$ cat src/logic/rpc_pkg.sv
/*
  Constants for the reclocker pin-control block: pin bundle layout, pull
  defaults, rate codes, register map and timing counts.
  Assumes a single 25 MHz system clock that stands for the reference.
*/
package rpc_pkg;

  // ---------------------------------------------------------------
  // control pin bundle
  // ---------------------------------------------------------------
  localparam int          CTL_W        = 8;
  localparam int          CTL_SPEED_LO = 0;
  localparam int          CTL_INSEL_LO = 2;
  localparam int          CTL_SKIP     = 4;
  localparam int          CTL_SILENT_N = 5;
  localparam int          CTL_CLK_SEL  = 6;
  localparam int          CTL_ENABLE   = 7;
  // pull levels: enable and silence high, all others low
  localparam logic [7:0]  CTL_PULL     = 8'hA0;
  localparam logic [7:0]  CTL_RESET    = 8'hA0;

  // ---------------------------------------------------------------
  // speed select codes
  // ---------------------------------------------------------------
  localparam logic [1:0]  SPEED_AUTO   = 2'h0;
  localparam logic [1:0]  SPEED_SD     = 2'h1;
  localparam logic [1:0]  SPEED_HD     = 2'h2;

  // ---------------------------------------------------------------
  // register map (byte addresses)
  // ---------------------------------------------------------------
  localparam logic [3:0]  REG_CTRL     = 4'h0;
  localparam logic [3:0]  REG_STATUS   = 4'h4;
  localparam int          CTRL_MUTE    = 0;
  localparam int          CTRL_BYPASS  = 1;
  localparam logic [1:0]  CTRL_RESET   = 2'h0;

  // ---------------------------------------------------------------
  // timing
  // ---------------------------------------------------------------
  localparam int          SYS_CLK_HZ   = 25_000_000;
  localparam int          LOSS_US      = 1000;
  localparam int          LOSS_CYC     = SYS_CLK_HZ / 1_000_000 * LOSS_US;
  localparam int          SETTLE_US    = 100;
  localparam int          SETTLE_CYC   = SYS_CLK_HZ / 1_000_000 * SETTLE_US;
  localparam int          CNT_W        = 16;

endpackage

$ cat src/logic/rpc_top.sv
/*
  Pin-controlled mode and status logic of a serial video reclocker:
  input mux, rate mode, lock, bypass, mute, speed class and enable,
  with an Avalon-MM register slave for software override and status.
  Assumes the recovery loop status comes from logic on sys_clk and that
  serial inputs and control pins are asynchronous to sys_clk.
*/
`timescale 1ns/1ps
module rpc_top #(
  parameter int LOSS_CYC   = rpc_pkg::LOSS_CYC,
  parameter int SETTLE_CYC = rpc_pkg::SETTLE_CYC
) (
  // clock and reset
  input  wire logic        sys_clk,
  input  wire logic        srst,
  // control pins with their driven flags
  input  wire logic [1:0]  speed_sel_pin,
  input  wire logic        speed_sel_drv,
  input  wire logic [1:0]  input_sel_pin,
  input  wire logic        input_sel_drv,
  input  wire logic        retime_skip_pin,
  input  wire logic        retime_skip_drv,
  input  wire logic        output_silence_pin_n,
  input  wire logic        output_silence_drv,
  input  wire logic        second_out_clock_sel,
  input  wire logic        second_out_clock_sel_drv,
  input  wire logic        enable_pin,
  input  wire logic        enable_drv,
  // serial inputs
  input  wire logic        serial_in_0,
  input  wire logic        serial_in_1,
  input  wire logic        serial_in_2,
  input  wire logic        serial_in_3,
  // recovery loop status
  input  wire logic        cdr_locked,
  input  wire logic        cdr_rate_ok,
  input  wire logic        cdr_rate_sd,
  // serial outputs
  output logic             primary_serial_out,
  output logic             primary_out_en,
  output logic             second_serial_out,
  output logic             second_out_en,
  output logic             ref_osc_out,
  // indicators
  output logic             lock_indicator,
  output logic             speed_class_flag,
  // avalon-mm slave
  input  wire logic [3:0]  avs_address,
  input  wire logic        avs_read,
  input  wire logic        avs_write,
  input  wire logic [31:0] avs_writedata,
  input  wire logic [3:0]  avs_byteenable,
  output logic [31:0]      avs_readdata,
  output logic             avs_waitrequest
);

  // ---------------------------------------------------------------
  // pull resolution and synchronisers
  // ---------------------------------------------------------------
  logic [7:0]  ctl_raw;
  logic [7:0]  ctl_drv;
  logic [7:0]  ctl_res;
  logic [7:0]  ctl_s1_q;
  logic [7:0]  ctl_s2_q;
  logic [7:0]  drv_s1_q;
  logic [7:0]  drv_s2_q;
  logic [3:0]  sin_raw;
  logic [3:0]  sin_s1_q;
  logic [3:0]  sin_s2_q;
  logic [3:0]  sin_s3_q;

  assign ctl_raw = {enable_pin, second_out_clock_sel, output_silence_pin_n,
                    retime_skip_pin, input_sel_pin, speed_sel_pin};
  assign ctl_drv = {enable_drv, second_out_clock_sel_drv, output_silence_drv,
                    retime_skip_drv, {2{input_sel_drv}}, {2{speed_sel_drv}}};
  // undriven pins fall back to their pull level; resolved after the
  // synchroniser so that no gate ever sees a raw pin
  assign ctl_res = (ctl_s2_q & drv_s2_q)
                 | (rpc_pkg::CTL_PULL & ~drv_s2_q);
  assign sin_raw = {serial_in_3, serial_in_2, serial_in_1, serial_in_0};

  always_ff @(posedge sys_clk) begin
    if (srst) begin
      ctl_s1_q <= rpc_pkg::CTL_RESET;
      ctl_s2_q <= rpc_pkg::CTL_RESET;
      drv_s1_q <= 8'h00;
      drv_s2_q <= 8'h00;
    end else begin
      ctl_s1_q <= ctl_raw;
      ctl_s2_q <= ctl_s1_q;
      drv_s1_q <= ctl_drv;
      drv_s2_q <= drv_s1_q;
    end
  end

  always_ff @(posedge sys_clk) begin
    if (srst) begin
      sin_s1_q <= 4'h0;
      sin_s2_q <= 4'h0;
      sin_s3_q <= 4'h0;
    end else begin
      sin_s1_q <= sin_raw;
      sin_s2_q <= sin_s1_q;
      sin_s3_q <= sin_s2_q;
    end
  end

  // ---------------------------------------------------------------
  // decoded controls
  // ---------------------------------------------------------------
  logic [1:0]  ctrl_q;
  logic [1:0]  speed_s;
  logic [1:0]  isel_s;
  logic        skip_s;
  logic        mute_s;
  logic        clk_sel_s;
  logic        en_s;

  assign speed_s   = ctl_res[rpc_pkg::CTL_SPEED_LO +: 2];
  assign isel_s    = ctl_res[rpc_pkg::CTL_INSEL_LO +: 2];
  assign skip_s    = ctl_res[rpc_pkg::CTL_SKIP]
                   | ctrl_q[rpc_pkg::CTRL_BYPASS];
  // mute wins over everything below it in the data path
  assign mute_s    = ~ctl_res[rpc_pkg::CTL_SILENT_N]
                   | ctrl_q[rpc_pkg::CTRL_MUTE];
  assign clk_sel_s = ctl_res[rpc_pkg::CTL_CLK_SEL];
  assign en_s      = ctl_res[rpc_pkg::CTL_ENABLE];

  // ---------------------------------------------------------------
  // rate fit against the selected mode
  // ---------------------------------------------------------------
  logic        rate_fit;

  always_comb begin
    case (speed_s)
      rpc_pkg::SPEED_AUTO: rate_fit = cdr_rate_ok;
      rpc_pkg::SPEED_SD:   rate_fit = cdr_rate_ok & cdr_rate_sd;
      rpc_pkg::SPEED_HD:   rate_fit = cdr_rate_ok & ~cdr_rate_sd;
      default:             rate_fit = 1'b0;
    endcase
  end

  // ---------------------------------------------------------------
  // activity watch and input-change settle
  // ---------------------------------------------------------------
  logic [rpc_pkg::CNT_W-1:0] idle_q;
  logic [rpc_pkg::CNT_W-1:0] settle_q;
  logic [1:0]  isel_q;
  logic [1:0]  speed_q;
  logic        sel_bit;
  logic        sel_edge;
  logic        data_seen;
  logic        src_change;

  assign sel_bit    = sin_s2_q[isel_s];
  assign sel_edge   = sin_s2_q[isel_s] ^ sin_s3_q[isel_s];
  assign data_seen  = idle_q < LOSS_CYC[rpc_pkg::CNT_W-1:0];
  assign src_change = (isel_s != isel_q) | (speed_s != speed_q);

  always_ff @(posedge sys_clk) begin
    if (srst) begin
      isel_q  <= 2'h0;
      speed_q <= 2'h0;
    end else begin
      isel_q  <= isel_s;
      speed_q <= speed_s;
    end
  end

  // saturating idle count; no edge for LOSS_CYC means no data
  always_ff @(posedge sys_clk) begin
    if (srst) begin
      idle_q <= LOSS_CYC[rpc_pkg::CNT_W-1:0];
    end else if (sel_edge && !src_change) begin
      idle_q <= '0;
    end else if (src_change) begin
      idle_q <= LOSS_CYC[rpc_pkg::CNT_W-1:0];
    end else if (data_seen) begin
      idle_q <= idle_q + 1'b1;
    end
  end

  // an input switch drops lock at once and holds it down to re-acquire
  always_ff @(posedge sys_clk) begin
    if (srst) begin
      settle_q <= '0;
    end else if (src_change) begin
      settle_q <= SETTLE_CYC[rpc_pkg::CNT_W-1:0];
    end else if (settle_q != '0) begin
      settle_q <= settle_q - 1'b1;
    end
  end

  // ---------------------------------------------------------------
  // lock and speed class
  // ---------------------------------------------------------------
  logic        lock_d;
  logic        lock_q;
  logic        flag_q;
  logic        bypass;

  assign lock_d = en_s & ~skip_s & cdr_locked & rate_fit & data_seen
                & ~src_change & (settle_q == '0);

  always_ff @(posedge sys_clk) begin
    if (srst) begin
      lock_q <= 1'b0;
    end else begin
      lock_q <= lock_d;
    end
  end

  // flag moves on the same edge as lock, so it never claims SD unlocked
  always_ff @(posedge sys_clk) begin
    if (srst) begin
      flag_q <= 1'b0;
    end else begin
      flag_q <= lock_d & cdr_rate_sd;
    end
  end

  assign lock_indicator   = lock_q;
  assign speed_class_flag = flag_q;

  // unsupported rates never lock, so unlocked covers them as well
  assign bypass = skip_s | ~lock_q | ~cdr_rate_ok;

  // ---------------------------------------------------------------
  // serial data path
  // ---------------------------------------------------------------
  logic        rt_q;
  logic        rclk_q;
  logic        prim_d;
  logic        prim_q;
  logic        sec_d;
  logic        sec_q;
  logic        oen_q;
  logic        ref_q;

  // retime stage: one extra flop aligned to the recovered clock model
  always_ff @(posedge sys_clk) begin
    if (srst) begin
      rt_q   <= 1'b0;
      rclk_q <= 1'b0;
    end else begin
      rt_q   <= sel_bit;
      rclk_q <= lock_q & ~rclk_q;
    end
  end

  always_comb begin
    if (!en_s || mute_s) begin
      prim_d = 1'b0;
    end else if (bypass) begin
      prim_d = sel_bit;
    end else begin
      prim_d = rt_q;
    end
  end

  always_comb begin
    if (!en_s || mute_s) begin
      sec_d = 1'b0;
    end else if (clk_sel_s) begin
      sec_d = bypass ? 1'b0 : rclk_q;
    end else begin
      sec_d = prim_d;
    end
  end

  always_ff @(posedge sys_clk) begin
    if (srst) begin
      prim_q <= 1'b0;
      sec_q  <= 1'b0;
      oen_q  <= 1'b0;
    end else begin
      prim_q <= prim_d;
      sec_q  <= sec_d;
      oen_q  <= en_s;
    end
  end

  // reference pass-on ignores enable so chained parts keep a clock
  always_ff @(posedge sys_clk) begin
    if (srst) begin
      ref_q <= 1'b0;
    end else begin
      ref_q <= ~ref_q;
    end
  end

  assign primary_serial_out = prim_q;
  assign second_serial_out  = sec_q;
  assign primary_out_en     = oen_q;
  assign second_out_en      = oen_q;
  assign ref_osc_out        = ref_q;

  // ---------------------------------------------------------------
  // avalon-mm slave: one wait cycle, then the answer
  // ---------------------------------------------------------------
  logic        ack_q;
  logic [31:0] rdata_q;
  logic [31:0] status_w;

  assign status_w = {22'h0, isel_s, speed_s, en_s, clk_sel_s, mute_s,
                     bypass, flag_q, lock_q};
  assign avs_waitrequest = (avs_read | avs_write) & ~ack_q;
  assign avs_readdata    = rdata_q;

  always_ff @(posedge sys_clk) begin
    if (srst) begin
      ack_q <= 1'b0;
    end else begin
      ack_q <= (avs_read | avs_write) & ~ack_q;
    end
  end

  always_ff @(posedge sys_clk) begin
    if (srst) begin
      rdata_q <= 32'h0;
    end else if (avs_read && !ack_q) begin
      case (avs_address)
        rpc_pkg::REG_CTRL:   rdata_q <= {30'h0, ctrl_q};
        rpc_pkg::REG_STATUS: rdata_q <= status_w;
        default:             rdata_q <= 32'h0;
      endcase
    end
  end

  always_ff @(posedge sys_clk) begin
    if (srst) begin
      ctrl_q <= rpc_pkg::CTRL_RESET;
    end else if (avs_write && ack_q && avs_byteenable[0]
                 && avs_address == rpc_pkg::REG_CTRL) begin
      ctrl_q <= avs_writedata[1:0];
    end
  end
endmodule

$ cat config.mk
export PLATFORM = sky130hd
export DESIGN_NAME = rpc_top
export DESIGN_NICKNAME = d
export VERILOG_FILES = /design/src/logic/rpc_pkg.sv /design/src/logic/rpc_top.sv
export SDC_FILE = /design/constraint.sdc
export NUM_CORES = 1
export LEC_CHECK = 0
export BUFFER_PORTS_ARGS = -buffer_cell sky130_fd_sc_hd__buf_2
export CAP_MARGIN = 40
export CORE_ASPECT_RATIO = 2
export CORE_MARGIN = 3
export CORE_UTILIZATION = 40
export DETAILED_ROUTE_END_ITERATION = 8
export GPL_TIMING_DRIVEN = 0
export PLACE_DENSITY_LB_ADDON = 0.08
export SYNTH_ARGS = -nofsm -noshare
export SYNTH_HDL_FRONTEND = slang
export SYNTH_SLANG_ARGS = --single-unit
$ cat constraint.sdc
create_clock -name sys_clk -period 4.87 [get_ports sys_clk]
set_clock_uncertainty 0.05 [all_clocks]
set_input_delay 0.487 -clock sys_clk [delete_from_list [all_inputs] [get_ports sys_clk]]
set_output_delay 0.487 -clock sys_clk [all_outputs]
set_load 0.005 [all_outputs]
[Yosys cells after proc, flatten, opt, wreduce, memory -nomap -nowiden]
Index checks and enable logic that the tools add are counted.
Operators by class
  add/subtract/negate cells: 2
  magnitude comparators: 2
  equality and inequality tests: 5
  multiplexer cells: 15
  bitwise logic cells: 30
  reduce and logical (&&, ||, !) cells: 18
Operators with widths (count)
  15-bit 2-to-1 mux: 3
  12-bit 2-to-1 mux: 2
  10-bit case mux with 2 select lines: 1
  16-bit by 1-bit adder with 16-bit output (second input constant): 1
  16-bit logical NOT: 1
  16-bit by 15-bit < comparator with 1-bit output (second input constant): 1
  16-bit nonzero test: 1
  16-bit by 1-bit subtractor with 16-bit output (second input constant): 1
  1-bit AND: 11
  1-bit inverter: 9
  8-bit AND: 1
  8-bit inverter: 1
  8-bit OR: 1
  1-bit 2-to-1 mux: 6
  1-bit OR: 6
  1-bit logical AND: 5
  1-bit binary-select mux with 2-bit select: 2
  4-bit by 3-bit == test with 1-bit output (second input constant): 1
  4-bit logical NOT: 1
  2-bit != test: 2
  2-bit OR reduction: 2
  1-bit logical NOT: 3
  2-bit by 3-bit < comparator with 1-bit output (second input constant): 1
  1-bit case mux with 3 select lines: 1
  other kinds (8): 8
Storage, ports and cells
  bits in registers: 123
  word-level logic and storage cells: 96

[Depth between registers and ports, before layout]
Gate-level depths: netlist (run 1).
  depth in word-level cells: 11
  mapped depth: 8

[Worst setup path after synthesis (run 1)]
No wires, ideal clock.
  path kind: reg-to-reg
  from: reg settle_q[0] in the netlist's numbering
  to: reg settle_q[12] in the netlist's numbering
  arrival: 1885 ps
  required time: 4749 ps
  slack: 2864 ps
  stages on the path, launching flop included: 9
  clock period less this slack: 2006 ps
  cell sequence: dfxtp_1 > inv_1 > ha_1 > or3b_1 > buf_2 > nor3_1 > nand2_1 > or4_1 > a21oi_1
On the way
  longest elaborated chain between the ends: 1
Ends and longest elaborated chain
  from (decl): RTL line rpc_top.sv:147  | logic [rpc_pkg::CNT_W-1:0] settle_q;
  from (signal assigned): RTL line rpc_top.sv:188  | settle_q <= SETTLE_CYC[rpc_pkg::CNT_W-1:0];
  from (signal assigned): RTL line rpc_top.sv:190  | settle_q <= settle_q - 1'b1;
  16-bit by 1-bit subtractor with 16-bit output or 16-bit nonzero test (tied branches): RTL line rpc_top.sv:190, rpc_top.sv:189
Several ways; a longest one is shown, not always the timed one.
A chain may end at the register's enable or synchronous reset.

[Worst setup path in the final report (run 1)]
  from: reg drv_s2_q[3]
  to: reg idle_q[12] in the netlist's numbering
On the way
  longest elaborated chain between the ends: 7
Ends and longest elaborated chain
  from (decl): RTL line rpc_top.sv:66  | logic [7:0] drv_s2_q;
  from (signal assigned): RTL line rpc_top.sv:92  | drv_s2_q <= drv_s1_q;
  8-bit AND *: RTL line rpc_top.sv:78  | assign ctl_res = (ctl_s2_q & drv_s2_q)
  8-bit OR *: RTL line rpc_top.sv:79  | | (rpc_pkg::CTL_PULL & ~drv_s2_q);
  1-bit binary-select mux with 2-bit select or 2-bit != test (tied branches): RTL line rpc_top.sv:156, rpc_top.sv:158
  1-bit 2-to-1 mux (not written as such) or 1-bit OR (tied branches): RTL line rpc_top.sv:156, rpc_top.sv:158
  1-bit bitwise XOR or 1-bit logical NOT (tied branches): RTL line rpc_top.sv:156, rpc_top.sv:174
  1-bit logical AND: RTL line rpc_top.sv:174  | end else if (sel_edge && !src_change) begin
  3-bit OR reduction (no line) *
  to (signal assigned): RTL line rpc_top.sv:173  | idle_q <= LOSS_CYC[rpc_pkg::CNT_W-1:0];
  to (signal assigned): RTL line rpc_top.sv:177  | idle_q <= LOSS_CYC[rpc_pkg::CNT_W-1:0];
  to (signal assigned): RTL line rpc_top.sv:179  | idle_q <= idle_q + 1'b1;
  to (decl): RTL line rpc_top.sv:146  | logic [rpc_pkg::CNT_W-1:0] idle_q;
Every way passes the cells marked *; elsewhere a longest branch is shown, timed or not. The select of a mux whose other input is x is not followed.

==> impl_summary.md, run 1 <==
Setup path
The kind of start point of the critical path is a flip-flop. The largest fanout on the critical path is 10. The logic depth of the worst register-to-register path is 6. The worst register-to-register path ends at idle_q[12]. The endpoint arrival time on the critical path is 2.53 ns. The launch point of the worst reg-to-reg path is drv_s2_q[3].

The classification of the worst setup path is flip-flop to flip-flop. Across all register-to-register paths, the minimum setup slack is 2.49 ns. Data on the critical path is required at its endpoint by 5.02 ns.

The kind of end point of the critical path is a flip-flop.

Yosys
Counting flops with an async set or reset pin after synthesis yields a share of 0%. The count of yosys warnings during synthesis is 0. The largest total area in the synthesized netlist belongs to sky130_fd_sc_hd__dfxtp_1. The most frequent cell after synthesis is sky130_fd_sc_hd__dfxtp_1. Sequential cells were found to cover 48.67% of the synthesized design area.

The number of different library cells used by synthesis comes to 55. The cell area after synthesis is 3990 sq um. The synthesized area per cell is 9.344 sq um.

The share of synthesized area in the top cell type comes to 48.67%. Counting every instance in the synthesized netlist gives 427. The number of synthesized flops with an enable pin is 0. The number of synthesized register bits is 97. Ranked by total cell area, the synthesized netlist is headed by sky130_fd_sc_hd__dfxtp_1 49%, sky130_fd_sc_hd__nor2b_1 6.4%, sky130_fd_sc_hd__buf_4 4.3%. For this run, the leading register cell type out of synthesis is sky130_fd_sc_hd__dfxtp_1. In the synthesized netlist, the cells that appear most often are 97 x sky130_fd_sc_hd__dfxtp_1, 41 x sky130_fd_sc_hd__nor2b_1, 40 x sky130_fd_sc_hd__nor2_1.

Pwr
The areal power density over the cells is 460.4 nW/um^2. The leakage component of the power is 1.995 nW. IR analysis of the VDD net gives a maximum drop of 0.0002327 V.

STA
The final number of max-transition violations is 0. The summed negative setup slack over all endpoints is 0 ns. Measured against its own limit, the worst slew margin works out to 46.48%. The transition time at the pin with the least slew margin is 0.8012 ns. The peak clock frequency supported by timing is 0.4204 GHz. Setup repair after global routing left no endpoint under its margin. The number of setup violations in the final report is 0. The smallest clock period supported by the final layout is computed as 2.379 ns. The post-route fraction of the period consumed by the critical path is 48.84%. The number of endpoints with negative hold slack in the final report is 0.

Clock tree
No sink is reached through more buffers than the 2 on the longest clock path. The insertion delay of the later-clocked pin in the worst-skew pair is 0.34 ns. After clock tree synthesis, the clock-pin slew on the worst setup and hold paths is 0.07 ns.

TritonCTS built the clock tree. The H-tree depth is 3. The number of clock buffers added by TritonCTS is 9. Buffers inserted to repair hold after CTS numbered 0. The number of setup buffers added after CTS is 0.

Clock tree synthesis selected as its root buffer the cell sky130_fd_sc_hd__clkbuf_16. The number of clock sinks is 97. Once the clock tree was built, the resizer swapped 0 gates to a different size.

Floorplanning
The placeable core region is 9763 sq um. The width of the die is 76.62 um. The effective utilization at floorplan is 40.87%. In this run the core area contains 51 standard-cell rows. The y dimension of the die is 147.2 um. The I/O pin count is 105. The area enclosed by the die boundary is 11280 sq um.

Run
Across the run, the number of max-cap violations was 0.

Layout
The net total in the final layout is 578. The share of cells above drive strength 1 is 21.25%. The layout has 960 filler cells. At the end of the flow the core is filled with cells to 49.25%. Summing all multi-input logic gate instances after layout gives 1854 sq um. The total area of sequential cells is 1942 sq um.

The repair_antennas step left the layout with diodes totalling 0. From synthesis to final layout, the design area changed by 20.51%. The post-layout instance count excluding filler cells is 645.

GRT
The most congested layer reported by global routing is met2. Global routing consumed, on the met2 layer, 29.85% of the routing resources. Global routing used 15.76% of the available tracks.

The global-route met1 utilization is 16.17%. The number of antenna violations at the first check in global routing is 0. The via count of the first global-routing pass is 2985. The met3 track demand over resource is 2.699%.

The first-pass GRT wire length is 14.17 mm. Global routing finished with a remaining overflow of 0. The maximum number of pins on one net before global-route repair is 17.

Routing
The detailed-route DRC error count is 0. In the final routed layout, each cell accounts on average for 13.27 um. The wire length reported by the detailed router is 8.558 mm. The final route contains 3175 vias. The via-per-instance ratio is 4.922.

The number of detailed-routing iterations run before antenna repair is 4. The count of nets left with antenna violations once routing finished came out at 0. For this block, the initial DRC count from the detailed router was 123.

Placement
Counting tap cells, the placed design contains a total of 629 instances. The wire-length estimate of the detail-placed layout is 6.512 mm. At the end of routability-driven placement, the weighted congestion stood at 0.7858.

The number of buffer cells added on primary ports is 48.

Status
The run finished with clean final reports.

Hold path
For hold timing, the worst endpoint is ctl_s1_q[7]. The cell depth of the worst hold path is 2. The worst hold path belongs to the class input pin to flip-flop. The worst hold path begins at enable_pin.
[through the flow]
step	total power, mW	hold slack [ns]	area [sq um]	worst slack, ns
after floorplan	1.356	0.3395	4069	2.864
after global placement	1.460	0.3403	4474	2.480
after detailed placement	1.470	0.3461	4482	2.427
after CTS	2.242	0.2640	4808	2.429
after global routing	2.350	0.2670	4808	2.220
final	2.214	0.2767	4808	2.491
[flip-flops by register name, summed over array words and instances (netlist names), 2 cells and up]
| signal | flops |
|---|---|
| avs_readdata | 10 |
| ctl_s1_q | 8 |
| ctl_s2_q | 8 |
| ctrl_q | 2 |
| drv_s1_q | 6 |
| drv_s2_q | 6 |
| idle_q | 16 |
| isel_q | 2 |
| settle_q | 16 |
| sin_s1_q | 4 |
| sin_s2_q | 4 |
| sin_s3_q | 4 |
| speed_q | 2 |
[critical path, stage by stage (launching register included)]
cell	delay [ns]
sky130_fd_sc_hd__dfxtp_1	0.36
sky130_fd_sc_hd__clkbuf_1	0.35
sky130_fd_sc_hd__nand2_1	0.16
sky130_fd_sc_hd__o22ai_1	0.40
sky130_fd_sc_hd__a211oi_1	0.14
sky130_fd_sc_hd__o21bai_1	0.68
sky130_fd_sc_hd__nor2_1	0.11
[power by group]
group / internal [mW] / switching [mW] / leakage, nW
Sequential: 0.869 / 0.0724 / 0.795
Clock: 0.466 / 0.300 / 0.163
Combinational: 0.225 / 0.282 / 1.04
Total: 1.56 / 0.654 / 2.00
[final cells by class]
cell class	instances	area share, %
plain buffers	39	4.892
clock buffers	10	4.970
clock inverters	6	1.821
inverters	10	0.7806
multi-input cells	302	38.56
flip-flops and latches	97	40.39
well taps	132	3.435
repair buffers	49	5.152
[routing by layer]
metal  vias to the layer above  wire length (um)
met3                        15               282
met5                         -                 0
met2                        74              4737
met4                         0               243
met1                      1477              3295
li1                       1609                 -
[worst max path at each step]
stage                start            to  slack [ns]  depth (start not counted)
2_1_floorplan  settle_q[0]  settle_q[12]        2.86                          8
3_3_place_gp   drv_s2_q[3]     idle_q[1]        2.48                          6
3_5_place_dp   drv_s2_q[3]     idle_q[0]        2.43                          6
4_1_cts        drv_s2_q[3]    idle_q[12]        2.43                          6
5_1_grt        drv_s2_q[3]    idle_q[11]        2.22                          6
6_report       drv_s2_q[3]    idle_q[12]        2.49                          6
[layout by cell type, fill, tap and decap left out, types with 6 or more instances in the layout]
cell type and count:
sky130_fd_sc_hd__a21oi_1 32, sky130_fd_sc_hd__nand2_1 22, sky130_fd_sc_hd__nor3_1 10, sky130_fd_sc_hd__buf_4 24
sky130_fd_sc_hd__nor2_1 40, sky130_fd_sc_hd__xor2_1 6, sky130_fd_sc_hd__nand3_1 12, sky130_fd_sc_hd__dfxtp_1 97
sky130_fd_sc_hd__conb_1 22, sky130_fd_sc_hd__buf_2 50, sky130_fd_sc_hd__or4_1 7, sky130_fd_sc_hd__xnor2_1 7
sky130_fd_sc_hd__or2_2 8, sky130_fd_sc_hd__inv_1 10, sky130_fd_sc_hd__nor4_1 8, sky130_fd_sc_hd__clkbuf_16 9
sky130_fd_sc_hd__nor2b_1 41, sky130_fd_sc_hd__o21ai_0 6, sky130_fd_sc_hd__clkbuf_1 13
[cell families (layout without fill, tap and decap cells)]
kind of cell,Yosys count,count (layout),synth area share (%)
compound gates,76,76,12.48
simple gates,180,180,25.93
xor+xnor,13,13,2.854
flops,97,97,48.67
fa+ha+maj,5,5,1.568
other cells,1,22,0.09398
buf+inv,49,114,6.836
mux,6,6,1.568
(Power assumes the default switching activity.)
==> inputs of run 2 (changes only) <==
==> constraint.sdc (replaced) <==
create_clock -name sys_clk -period 2.5 [get_ports sys_clk]
set_clock_uncertainty 0.05 [all_clocks]
set_input_delay 0.25 -clock sys_clk [delete_from_list [all_inputs] [get_ports sys_clk]]
set_output_delay 0.25 -clock sys_clk [all_outputs]
set_load 0.005 [all_outputs]
==> impl_summary.md, run 2 (synthesized netlist as in run 1, its figures left out) <==
GRT
The number of antenna violations at the first check in global routing was 0. The maximum number of pins on one net before global-route repair is 17. The first-pass GRT wire length is 14.17 mm.

After global routing the overflow that remains totals 0. The global-route met1 utilization is 16.17%. In the global route stage, overall resource usage came out at 15.76%. The global-route met2 utilization is 29.85%.

The via count of the first global-routing pass is 2985. The most congested layer reported by global routing is met2. For met3 alone, demand over resource in global routing was 2.699%.

Floorplanning
Once the floorplan was initialized, standard cells occupied 40.87% of the core. The die covers 11280 sq um. 105 I/O pins were placed. The y dimension of the die is 147.2 um.

The width of the die is 76.62 um. The placeable core region is 9763 sq um. The row count is 51.

Layout
The most common cell after layout, fill and taps aside is sky130_fd_sc_hd__dfxtp_1. The library cells used most frequently in the layout, excluding fill and tap cells, are 97 x sky130_fd_sc_hd__dfxtp_1, 50 x sky130_fd_sc_hd__buf_2, 41 x sky130_fd_sc_hd__nor2b_1, 40 x sky130_fd_sc_hd__nor2_1, 32 x sky130_fd_sc_hd__a21oi_1. Of the cells placed in the final design, the portion with a size suffix greater than 1 is 21.44%. The antenna cell count is 0. After the last flow step, the layout net total stands at 578. After routing the design area is 4812 sq um. The area growth from synthesis to layout is 20.60%.

Placement
The setup slack at placement is 0.05692 ns. The cell area after placement is 4482 sq um. The routability congestion estimate from global placement is 0.7858.

Input and output buffers added on the ports amount to 48. Detailed placement finished with a half-perimeter wire length of 6.512 mm.

STA
For the pin with the worst max-slew slack, the measured transition is 0.5918 ns. Setup repair after global routing left no endpoint under its margin. Setup violations remaining at the end of the flow were counted as 0. The post-route fraction of the period consumed by the critical path is 90.35%. The peak clock frequency supported by timing is 0.4427 GHz.

The number of endpoints with negative hold slack in the final report was 0. The final number of max-transition violations is 0. The post-route worst setup slack is 0.2412 ns. The worst slew slack as a fraction of its limit is 60.25%. For the finished layout, the period the worst path requires is 2.259 ns. The summed negative setup slack over all endpoints is 0 ns. The tightest hold path in the finished design has a slack of 0.03939 ns.

Pwr
In this run the power density over the cells is 896.3 nW/um^2. The leakage component of the power is 1.997 nW. The peak ir drop on the vdd network is 0.0004534 V.

The total power is 4.313 mW.

Setup path
The endpoint arrival time on the critical path is 2.42 ns. STA classifies the critical path startpoint as a flip-flop. The largest fanout on the critical path is 10.

STA puts the critical path data required time at 2.66 ns. The classification of the worst setup path is flip-flop to flip-flop. The kind of end point of the critical path is a flip-flop. In this run the critical register-to-register path is launched from drv_s2_q[3]. The start point of the critical path is drv_s2_q[3].

Status
The flow ran to the end, and the final reports show no timing, DRC or antenna violations.

Routing
Across all layers, the routed design uses 3160 vias. For this run, design rule violations remaining after detail routing come to 0. After detailed routing, the number of vias per cell comes to 4.899. The remaining antenna violation count after routing is 0. The wire length reported by the detailed router is 8.563 mm. The first routing iteration left 118 violations. The number of detailed-routing iterations run before antenna repair is 4. In the final routed layout, each cell accounts on average for 13.28 um.

Clock tree
The number of setup buffers added after CTS is 0. The number of clock buffers inserted by TritonCTS is 9. The clock-pin slew on the worst setup and hold paths is 0.07 ns. The H-tree was split into 3 levels. At the later pin of the worst-skew pair, clock insertion delay measures 0.34 ns. TritonCTS built the clock tree.

The cell sitting at the root of the clock tree is a sky130_fd_sc_hd__clkbuf_16. The buffer levels on the longest clock path is 2. The clock drives 97 sinks.

Run
The number of max-cap violations is 0.

Hold path
In this run the worst hold path is classified as input pin to flip-flop. The launch point of the worst hold path is enable_pin.
-- run 2: cell types whose count changed in the layout (fill, tap and decap cells not counted) --
cell and delta:
sky130_fd_sc_hd__o21bai_2 +1, sky130_fd_sc_hd__o21bai_1 -1
-- run 2: through the flow --
step	utilization [%]	cells
2_1_floorplan	-	448
3_3_place_gp	45.83	628
3_5_place_dp	45.91	629
4_1_cts	49.25	645
5_1_grt	49.29	645
6_report	49.29	645
-- run 2: worst max-delay path: stages, from the launching register on --
cell	delay (ns)
sky130_fd_sc_hd__dfxtp_1	0.36
sky130_fd_sc_hd__clkbuf_1	0.35
sky130_fd_sc_hd__nand2_1	0.16
sky130_fd_sc_hd__o22ai_1	0.40
sky130_fd_sc_hd__a211oi_1	0.16
sky130_fd_sc_hd__nor3_1	0.53
sky130_fd_sc_hd__nor3_1	0.12
-- run 2: power breakdown --
group / switching, mW / leakage [nW] / internal (mW)
Clock: 0.584 / 0.163 / 0.907
Sequential: 0.141 / 0.795 / 1.69
Combinational: 0.551 / 1.04 / 0.439
Total: 1.28 / 2.00 / 3.04
-- run 2: repair_timing --
item	in CTS	in global routing
hold buffers	0	0
resized for setup	0	1
endpoints found under the setup margin	0	11
-- run 2: path summary, 6_finish.rpt --
path,slack (ns),depth (start not counted),endpoint
worst min-delay path,0.04,2,ctl_s1_q[7]
worst max-delay path,0.24,6,idle_q[5]
worst max register to register,0.24,6,idle_q[5]
worst min register to register,0.35,1,ref_osc_out
-- run 2: layout make-up --
type                       count  area, sq um
multi-input combinational    302         1858
sequential                    97         1942
tap                          132        165.2
fill                         960         4951
inverter                      10        37.54
timing repair buffer          49        247.7
clock inverter                 6        87.58
clock buffer                  10        239.0
buffer                        39        235.2
-- run 2: per-layer routing --
layer	part of all wire, %	vias up
li1	-	1609
met1	38	1471
met2	56	65
met3	3.2	15
met4	2.8	0
met5	0	-
